File: src/reset_cause_consts.vh
/*
 * Constants of the reset-cause capture block: register address,
 * bit positions of the cause register, interrupt side registers,
 * enable mask, reset values and the forced-reset pulse length.
 * Assumes it is included by its bare name from the design files.
 */
`ifndef RESET_CAUSE_CONSTS_VH
`define RESET_CAUSE_CONSTS_VH

`define ADDR_CAUSE       8'hEF
`define ADDR_IRQ_STATUS  8'hF0
`define ADDR_IRQ_MASK    8'hF1

`define BIT_RTC          7
`define BIT_FLASH        6
`define BIT_CMP          5
`define BIT_SOFT         4
`define BIT_WDOG         3
`define BIT_MCLK         2
`define BIT_POWER        1
`define BIT_PIN          0

`define ENABLE_MASK      8'hA6
`define CAUSE_RESET      8'h02
`define ENABLE_RESET     8'h00
`define ZERO_BYTE        8'h00

// forced reset held for at least this many ns
`define FORCE_NS         32
`define CLK_NS           4
`define FORCE_CYCLES     ((`FORCE_NS + `CLK_NS - 1) / `CLK_NS)

`endif

File: src/pin_sync3.v
/*
 * Three-stage synchroniser for one asynchronous reset-source input.
 * A change counts once the second and third stages agree.
 * Assumes clk is the system clock and rst is asynchronous active high.
 */
`timescale 1ns/100ps
`default_nettype none

module pin_sync3 (
    input  wire clk,
    input  wire rst,
    input  wire din,
    output reg  dout
);

reg s1;
reg s2;
reg s3;

always @(posedge clk or posedge rst) begin
    if (rst) begin
        s1   <= 1'b0;
        s2   <= 1'b0;
        s3   <= 1'b0;
        dout <= 1'b0;
    end else begin
        s1 <= din;
        s2 <= s1;
        s3 <= s2;
        if (s2 == s3) begin
            dout <= s3;
        end
    end
end

endmodule // pin_sync3

`default_nettype wire

File: src/reset_cause_capture.v
/*
 * Reset-cause capture: records which source caused the latest system
 * reset, holds the optional-source enables, lets software force a
 * reset, and raises a maskable interrupt on caught source events.
 * Assumes: rst is the power-on reset (async, high); source requests
 * are asynchronous levels; the register port is the core's byte-wide
 * special-function-register port with read data one cycle later;
 * system_reset_req drives the chip-wide reset outside this block,
 * which in turn does not reset this block (only power-on does).
 */
`timescale 1ns/100ps
`default_nettype none
`include "reset_cause_consts.vh"

module reset_cause_capture (
    input  wire       clk,
    input  wire       rst,
    input  wire [7:0] reg_addr,
    input  wire [7:0] reg_wdata,
    input  wire       reg_wr,
    input  wire       reg_rd,
    output reg  [7:0] reg_rdata,
    input  wire       supply_fail,
    input  wire       pin_reset_n,
    input  wire       missing_clock_detector,
    input  wire       watchdog_overflow,
    input  wire       comparator_trip,
    input  wire       flash_fault,
    input  wire       rtc_event,
    output wire       system_reset_req,
    output wire       irq
);

// =====================================================================
// source synchronisers
// =====================================================================
wire [7:0] raw_src;
wire [7:0] src;

assign raw_src[`BIT_RTC]   = rtc_event;
assign raw_src[`BIT_FLASH] = flash_fault;
assign raw_src[`BIT_CMP]   = comparator_trip;
assign raw_src[`BIT_SOFT]  = 1'b0;
assign raw_src[`BIT_WDOG]  = watchdog_overflow;
assign raw_src[`BIT_MCLK]  = missing_clock_detector;
assign raw_src[`BIT_POWER] = supply_fail;
assign raw_src[`BIT_PIN]   = ~pin_reset_n;

genvar gi;
generate
    for (gi = 0; gi < 8; gi = gi + 1) begin : g_sync
        if (gi == `BIT_SOFT) begin : g_none
            assign src[gi] = 1'b0;
        end else begin : g_pin
            pin_sync3 u_sync (
                .clk  (clk),
                .rst  (rst),
                .din  (raw_src[gi]),
                .dout (src[gi])
            );
        end
    end
endgenerate

// =====================================================================
// register decode
// =====================================================================
function hit;
    input [7:0] addr;
    input [7:0] want;
    begin
        hit = (addr == want);
    end
endfunction

wire wr_cause  = reg_wr & hit(reg_addr, `ADDR_CAUSE);
wire wr_status = reg_wr & hit(reg_addr, `ADDR_IRQ_STATUS);
wire wr_mask   = reg_wr & hit(reg_addr, `ADDR_IRQ_MASK);

// =====================================================================
// enables and reset request
// =====================================================================
reg  [7:0] enable;
reg  [7:0] cause;
reg  [7:0] irq_status;
reg  [7:0] irq_mask;
reg  [3:0] force_cnt;
reg        in_reset;
reg  [7:0] next_enable;
reg  [7:0] next_cause;

// soft force only when bit 4 is written with a one
wire soft_force = wr_cause & reg_wdata[`BIT_SOFT];

// gated requests: fixed sources always, optional ones per enable
wire [7:0] armed;
assign armed[`BIT_RTC]   = src[`BIT_RTC]   & enable[`BIT_RTC];
assign armed[`BIT_FLASH] = src[`BIT_FLASH];
assign armed[`BIT_CMP]   = src[`BIT_CMP]   & enable[`BIT_CMP];
assign armed[`BIT_SOFT]  = soft_force;
assign armed[`BIT_WDOG]  = src[`BIT_WDOG];
assign armed[`BIT_MCLK]  = src[`BIT_MCLK]  & enable[`BIT_MCLK];
assign armed[`BIT_POWER] = src[`BIT_POWER] & enable[`BIT_POWER];
assign armed[`BIT_PIN]   = src[`BIT_PIN];

wire any_armed = |armed;

// pick a single cause; highest bit wins on a tie
function [7:0] one_hot_top;
    input [7:0] v;
    integer k;
    begin
        one_hot_top = `ZERO_BYTE;
        for (k = 0; k < 8; k = k + 1) begin
            if (v[k]) begin
                one_hot_top = 8'h01 << k;
            end
        end
    end
endfunction

// enable bits are written only on their own writable lanes
always @* begin
    next_enable = enable;
    if (wr_cause) begin
        next_enable = reg_wdata & `ENABLE_MASK;
    end
end

always @(posedge clk or posedge rst) begin
    if (rst) begin
        enable <= `ENABLE_RESET;
    end else begin
        enable <= next_enable;
    end
end

// =====================================================================
// cause capture
// =====================================================================
// power-on leaves the power flag alone set; a new reset replaces all
// flags held while the pulse runs, so one reset records one cause
always @* begin
    next_cause = cause;
    if (any_armed && !in_reset) begin
        next_cause = one_hot_top(armed);
    end
end

always @(posedge clk or posedge rst) begin
    if (rst) begin
        cause <= `CAUSE_RESET;
    end else begin
        cause <= next_cause;
    end
end

// =====================================================================
// reset pulse sequencer
// =====================================================================
localparam [1:0] ST_RUN   = 2'b00;  // no reset requested
localparam [1:0] ST_HOLD  = 2'b01;  // an armed request still stands
localparam [1:0] ST_DRAIN = 2'b10;  // request gone, counting out the pulse

// pulse length cut to the counter width on purpose
localparam [31:0] FORCE_FULL = `FORCE_CYCLES;

wire [3:0] force_load = FORCE_FULL[3:0];
reg  [1:0] state;
reg  [1:0] next_state;
reg  [3:0] next_force_cnt;

always @* begin
    next_state     = state;
    next_force_cnt = force_cnt;
    case (state)
        ST_RUN: begin
            // first armed request starts the pulse
            if (any_armed) begin
                next_state     = ST_HOLD;
                next_force_cnt = force_load;
            end
        end
        ST_HOLD: begin
            // a standing request keeps reloading the length
            if (any_armed) begin
                next_force_cnt = force_load;
            end else begin
                next_state     = ST_DRAIN;
                next_force_cnt = force_cnt - 4'h1;
            end
        end
        ST_DRAIN: begin
            // a new request restarts the full length
            if (any_armed) begin
                next_state     = ST_HOLD;
                next_force_cnt = force_load;
            end else if (force_cnt != 4'h0) begin
                next_force_cnt = force_cnt - 4'h1;
            end else begin
                next_state = ST_RUN;
            end
        end
        default: begin
            next_state     = ST_RUN;
            next_force_cnt = 4'h0;
        end
    endcase
end

// request is a flop so the chip reset never sees a decode glitch
always @(posedge clk or posedge rst) begin
    if (rst) begin
        state     <= ST_RUN;
        force_cnt <= 4'h0;
        in_reset  <= 1'b0;
    end else begin
        state     <= next_state;
        force_cnt <= next_force_cnt;
        in_reset  <= (next_state != ST_RUN);
    end
end

assign system_reset_req = in_reset;

// =====================================================================
// interrupt status and mask
// =====================================================================
reg  [7:0] next_irq_status;
reg  [7:0] armed_q;

// a status bit latches the rising edge of its armed request, so a
// source that stays high can still be cleared by software
wire [7:0] armed_rise = armed & ~armed_q;

always @* begin
    next_irq_status = irq_status;
    if (wr_status) begin
        next_irq_status = next_irq_status & ~reg_wdata;
    end
    // set wins over a clear in the same cycle
    next_irq_status = next_irq_status | armed_rise;
end

always @(posedge clk or posedge rst) begin
    if (rst) begin
        irq_status <= `ZERO_BYTE;
        irq_mask   <= `ZERO_BYTE;
        armed_q    <= `ZERO_BYTE;
    end else begin
        irq_status <= next_irq_status;
        armed_q    <= armed;
        if (wr_mask) begin
            irq_mask <= reg_wdata;
        end
    end
end

assign irq = |(irq_status & irq_mask);

// =====================================================================
// read port
// =====================================================================
reg  [7:0] next_rdata;

// reads carry no side effect, but read-modify-write of the cause byte is not safe
// limitation: a read-back bit 4 written unchanged forces a new reset,
// so software clears it before writing the byte back
always @* begin
    next_rdata = `ZERO_BYTE;
    if (reg_rd) begin
        case (reg_addr)
            `ADDR_CAUSE: begin
                next_rdata = cause;
            end
            `ADDR_IRQ_STATUS: begin
                next_rdata = irq_status;
            end
            `ADDR_IRQ_MASK: begin
                next_rdata = irq_mask;
            end
            default: begin
                next_rdata = `ZERO_BYTE;
            end
        endcase
    end
end

// read data stand only in the cycle after the strobe
always @(posedge clk or posedge rst) begin
    if (rst) begin
        reg_rdata <= `ZERO_BYTE;
    end else begin
        reg_rdata <= next_rdata;
    end
end

endmodule // reset_cause_capture

`default_nettype wire

File: config.mk
export PLATFORM = sky130hd
export DESIGN_NAME = reset_cause_capture
export DESIGN_NICKNAME = d
export VERILOG_FILES = /design/src/pin_sync3.v /design/src/reset_cause_capture.v
export VERILOG_INCLUDE_DIRS = /design/src /design/src/src
export SDC_FILE = /design/constraint.sdc
export NUM_CORES = 1
export LEC_CHECK = 0
export BUFFER_PORTS_ARGS = -buffer_cell sky130_fd_sc_hd__buf_2
export CORE_ASPECT_RATIO = 0.8
export CORE_MARGIN = 3
export CORE_UTILIZATION = 56
export CTS_BUF_LIST = sky130_fd_sc_hd__clkbuf_16
export DETAILED_ROUTE_END_ITERATION = 10
export GPL_ROUTABILITY_DRIVEN = 0
export HOLD_SLACK_MARGIN = 0.02
export PLACE_DENSITY_LB_ADDON = 0.08
export SYNTH_ARGS = -nofsm -noshare
export SYNTH_HDL_FRONTEND = slang
export SYNTH_SLANG_ARGS = --single-unit
File: constraint.sdc
create_clock -name clk -period 3.1 [get_ports clk]
set_input_delay 0.62 -clock clk [delete_from_list [all_inputs] [get_ports clk]]
set_output_delay 0.62 -clock clk [all_outputs]
set_load 0.1 [all_outputs]
# Yosys cells after proc, flatten, opt, wreduce, memory -nomap -nowiden
# Cells that the tools add are included.
# Widths: inputs -> output; s select.
word_totals:
  out_inout_bits: 10
  elab_cells: 96
  rom_bits: 0
  memories: 0
  input_bits: 27
  latch_bits: 0
  mem_bits_rw: 0
  register_bits: 79
op_classes:
  n_mux: 21
  n_lt_le_gt_ge: 0
  mul: 0
  bitwise_logic: 15
  eq_ne: 14
  n_div: 0
  shifts: 0
  n_addsub: 1
  reduce_logical: 8
ops:
  columns: ["operator", "n"]
  rows:
  - ["$mux 8", 9]
  - ["$and 8x8->8", 3]
  - ["$eq 8x8->1 const B", 3]
  - ["$pmux 8 s3", 1]
  - ["$mux 4", 4]
  - ["$not 8->8", 2]
  - ["$reduce_or 8->1", 2]
  - ["$pmux 4 s3", 1]
  - ["$and 1x1->1", 8]
  - ["$mux 2", 4]
  - ["$or 8x8->8", 1]
  - ["$eq 1x1->1", 7]
  - ["$pmux 2 s3", 1]
  - ["$reduce_bool 4->1", 1]
  - ["$sub 4x1->4 const B", 1]
  - ["$ne 3x3->1 const B", 1]
  - ["$eq 2x1->1 const B", 1]
  - ["$eq 2x2->1 const B", 1]
  - ["$logic_not 2->1", 1]
  - ["$ne 2x2->1 const B", 1]
  - ["$reduce_and 2->1", 1]
  - ["$reduce_bool 2->1", 1]
  - ["$logic_and 1x1->1", 1]
  - ["$logic_not 1->1", 1]
  - ["other kinds (2)", 2]

# Logic depth before layout (Yosys ltp)
depth:
  depth_word: 8
  depth_mapped: 7
  ltp_nobuf: 7

# Hierarchy
# Synthesis repeated with hierarchy kept, for this count alone.
hier_totals:
  hier_cells: 249
  hier_area_um2: 3156.8
modules_own_cells:
  columns: ["module", "cells_per_inst", "area_per_inst_um2", "n_inst", "seq_area_each_um2"]
  rows:
  - ["reset_cause_capture", 207, 2351.0, 1, 1277.5]
  - ["pin_sync3", 6, 115.1, 7, 100.1]

# Worst setup path before layout
# No wires, ideal clock.
synth_timing:
  path_kind: "register to output"
  start: "register irq_mask[4]"
  end: "output port irq"
  required_time_ps: 2480
  stages_incl_launch_ff: 3
  slack_ps: 1015
  t_arrival_ps: 1465
  n_path_buf: 0
  path_cell_list: "dfrtp_1 a22oi_1 nand4_1"
synth_via:
  elab_chain_cells: 2
synth_lines:
  columns: ["item", "line_no", "source"]
  rows:
  - ["start: declaration", "reset_cause_capture.v:86", "reg [7:0] irq_mask;"]
  - ["start signal: assignment", "reset_cause_capture.v:248", "irq_mask <= `ZERO_BYTE;"]
  - ["start signal: assignment", "reset_cause_capture.v:254", "irq_mask <= reg_wdata;"]
  - ["$and 8x8->8", "reset_cause_capture.v:259", "assign irq = |(irq_status & irq_mask);"]
  - ["$reduce_or 8->1", "reset_cause_capture.v:259", null]
  - ["end: declaration", "reset_cause_capture.v:31", "output wire irq"]
# Every way passes these cells.

# Final worst setup path
layout_timing:
  start: "input port reg_addr[1]"
  end: "register irq_status[6]"
layout_via:
  elab_chain_cells: 4
layout_lines:
  columns: ["item", "line_no", "source"]
  rows:
  - ["start: declaration", "reset_cause_capture.v:18", "input wire [7:0] reg_addr,"]
  - ["$eq 8x8->1", "reset_cause_capture.v:72", "hit = (addr == want);"]
  - ["$and 1x1->1", "reset_cause_capture.v:77", "wire wr_status = reg_wr & hit(reg_addr, `ADDR_IRQ_STATUS);"]
  - ["$mux 8", "reset_cause_capture.v:238", "if (wr_status) begin"]
  - ["$or 8x8->8", "reset_cause_capture.v:242", "next_irq_status = next_irq_status | armed_rise;"]
  - ["net next_irq_status[6]", "reset_cause_capture.v:229", "reg [7:0] next_irq_status;"]
  - ["end signal: assignment", "reset_cause_capture.v:247", "irq_status <= `ZERO_BYTE;"]
  - ["end signal: assignment", "reset_cause_capture.v:251", "irq_status <= next_irq_status;"]
  - ["end: declaration", "reset_cause_capture.v:85", "reg [7:0] irq_status;"]
# The timed path passes the listed nets, and every way through them passes these cells.
# A chain may end at the register's enable or synchronous reset.

==> impl_results.md <==
- Status: complete, no violations
- TritonCTS sink count: 79
- Tot GR Track Use: 20.1%
- CTS tree: yes
- CTS H-tree depth: 3
- WS Path Type: primary input to flip-flop
- Share of layout cells above drive strength 1: 27.7%
- RSZ-0062 raised after global routing: no
- Post-synth top area cell: dfrtp_1
- ANT cells: 0
- Ys flop type: dfrtp_1
- Post-synthesis cell count: 236
- Fin. Hold Viols: 0
- Rows: 23
- Warnings, synthesis: 0
- Peak supply drop: 475 uV
- Placed instance count: 331
- Via/cell ratio: 5.72
- Area Overhead vs Synth: 17.2%
- Starting DRT DRC Count: 160
- Max cap viols: 0
- Commonest non-fill, non-tap cell in the layout: dfrtp_1
- Most frequent cells in the layout: 78 x dfrtp_1, 36 x buf_2, 19 x nor2_1
- Cts bufs inserted: 9
- # hold bufs at CTS: 0
- Global route total overflow: 0
- Fin crit share: 67.5%
- Core area: 0.00518 sq mm
- Die Wd: 89.3 microns
- Post-Syn Nets: 269
- Async SR Flop Fraction: 100%
- Power per Cell Area: 750 mW/mm^2
- Pins Over Slew Limit: 0
- Post-synth top area share: 62.9%
- Cts repair resizes: 0
- Worst-path cell chain: buf_2 -> or4b_4 -> nor3_4 -> and2_1 -> nand2_1 -> a22o_1
- Max frequency: 478 MHz
- Type of the most critical hold path: flip-flop to flip-flop
- Max Clock Skew: 0.00780 ns
- Die area: 0.00648 sq mm
- Worst-Margin Slew: 0.689 ns
- Via count of the first global-routing pass: 1924
- Setup TNS: 0 ns
- Post-synth cell types: 50
- Setup bufs post-CTS: 0
- Clk root buf: clkbuf_16
- CP max-delay cell: or4b_4
- Slew headroom: 54.0%
- Port Buf Inserts: 36
- Setup crit end kind: flip-flop
- Clock tree buffer depth: 2
- Critical Path Start Type: primary input
- Worst path required time: 3.31 ns
- Post-synth EDFFs: 0
- Final core occ: 70.2%
- IO Count: 37
- Clk Latency, worst-skew pair: 0.33 ns
- Routed Antenna Nets: 0
- Number of remaining DRC errors: 0
- Min cycle time layout: 2.09 ns
- Static leakage: 1.76 nW
- Finished Layout Cells: 347
- Setup WS post-layout: 1.01 ns
- Filler cell count: 377
- Final setup viols: 0
- Syn avg cell area: 13.2 sq um
- Post-synthesis sequential area ratio: 63.7%
- Pwr Total: 0.00273 W
- Post-DP HPWL: 3980 microns
- Vias after detailed routing: 1984
- Initial antenna violation count: 0
- Area contributors post-synth: dfrtp_1 63%, mux2_2 4.4%, a222oi_1 2.6%
- WL per Instance: 16.5 microns
- Syn Std Cell Area: 0.00311 sq mm
- CP peak stage delay: 0.58 ns
- Global-route wire length before repair: 9560 microns
- Synthesized flop and latch total: 79
- Worst EP arrival: 2.31 ns
- Crit path max fanout: 9
- Drt first pass iters: 5
- Pre-CTS WS: 0.666 ns
- Final wirelength: 5720 microns
- Clock transition at path regs: 0.07 ns
- Die Ht: 72.6 microns
- Nets@finish: 313
- Largest net degree at the start of global routing: 47
- Initial core utilization: 60.0%
## worst paths after layout
| path | depth (start not counted) | from | to | slack, ns |
|---|---|---|---|---|
| max in group asynchronous | 3 | rst | cause[1] | 1.98 |
| worst min register to register | 0 | g_sync[0].g_pin.u_sync.s1 | g_sync[0].g_pin.u_sync.s2 | 0.35 |
| min in group asynchronous | 2 | rst | g_sync[1].g_pin.u_sync.s1 | 0.39 |
| worst max-delay path | 6 | reg_addr[1] | irq_status[6] | 1.01 |
| worst min-delay path | 0 | g_sync[0].g_pin.u_sync.s1 | g_sync[0].g_pin.u_sync.s2 | 0.35 |
| worst max register to register | 5 | g_sync[7].g_pin.u_sync.dout | cause[5] | 1.11 |
## power by group
group / total [W] / internal, W / leakage [nW] / switching [W]
Combinational: 0.000520 / 0.000197 / 0.638 / 0.000324
Clock: 0.000999 / 0.000560 / 0.141 / 0.000439
Sequential: 0.00121 / 0.00113 / 0.979 / 0.0000815
Total: 0.00273 / 0.00188 / 1.76 / 0.000844
## cells by family (layout without fill, tap and decap cells)
kind of cell	Yosys count	in the layout	synth area share [%]
fa+ha+maj	13	13	4.67
flops	79	79	63.7
mux	12	12	4.35
simple gates	63	63	12.2
compound gates	46	46	11.8
buf+inv	23	72	3.30
## cell usage after synthesis, types with 2 or more instances
library cell	instances
a22o_1	8
a21oi_1	5
nand2_1	18
o21ai_0	6
nor2_1	19
ha_1	6
a222oi_1	8
o2bb2ai_1	4
maj3_1	7
inv_1	18
nand2b_1	2
dfrtp_1	78
mux2_2	12
and2_1	2
a22oi_1	4
nor3_4	2
buf_6	2
nor3_1	2
a21o_1	2
## registers in the layout, summed over array words and instances, names as in the netlist
| name | cells |
|---|---|
| g_sync.g_pin.u_sync.s2 | 7 |
| g_sync.g_pin.u_sync.s1 | 7 |
| state | 2 |
| g_sync.g_pin.u_sync.dout | 7 |
| irq_status | 8 |
| g_sync.g_pin.u_sync.s3 | 7 |
| cause | 8 |
| force_cnt | 4 |
| armed_q | 8 |
| irq_mask | 8 |
| enable | 4 |
| system_reset_req | 1 |
| reg_rdata | 8 |
## metal layers
layer	global-route usage, %	routed length (microns)	vias to the layer above
met1	30.6	2830	965
met5	0	0	-
li1	-	-	936
met2	27.7	2440	74
met4	5.62	73	0
met3	7.00	384	9
## worst max-delay path: cells and delay by family
family / cells / cell delay [ns]
and+or+nand+nor: 4 / 1.38
AOI/OAI and AO/OA: 1 / 0.19
buffers and inverters: 1 / 0.12
## cell type report
cell class	count	area, sq um	area share [%]
sequential	79	1980	54.4
clock buffer	9	225	6.19
tap	62	77.6	2.13
timing repair buffer	37	200	5.50
inverter	19	71.3	1.96
clock inverter	7	61.3	1.69
multi-input combinational	134	1020	28.2
## per-stage QoR
| stage | area (sq um) | hold WS, ns |
|---|---|---|
| 5_1_grt | 3640 | 0.360 |
| 3_5_place_dp | 3350 | 0.336 |
| 2_1_floorplan | 3110 | 0.331 |
| 3_3_place_gp | 3350 | 0.334 |
| 4_1_cts | 3640 | 0.350 |
| 6_report | 3640 | 0.350 |
(Power assumes the default switching activity.)
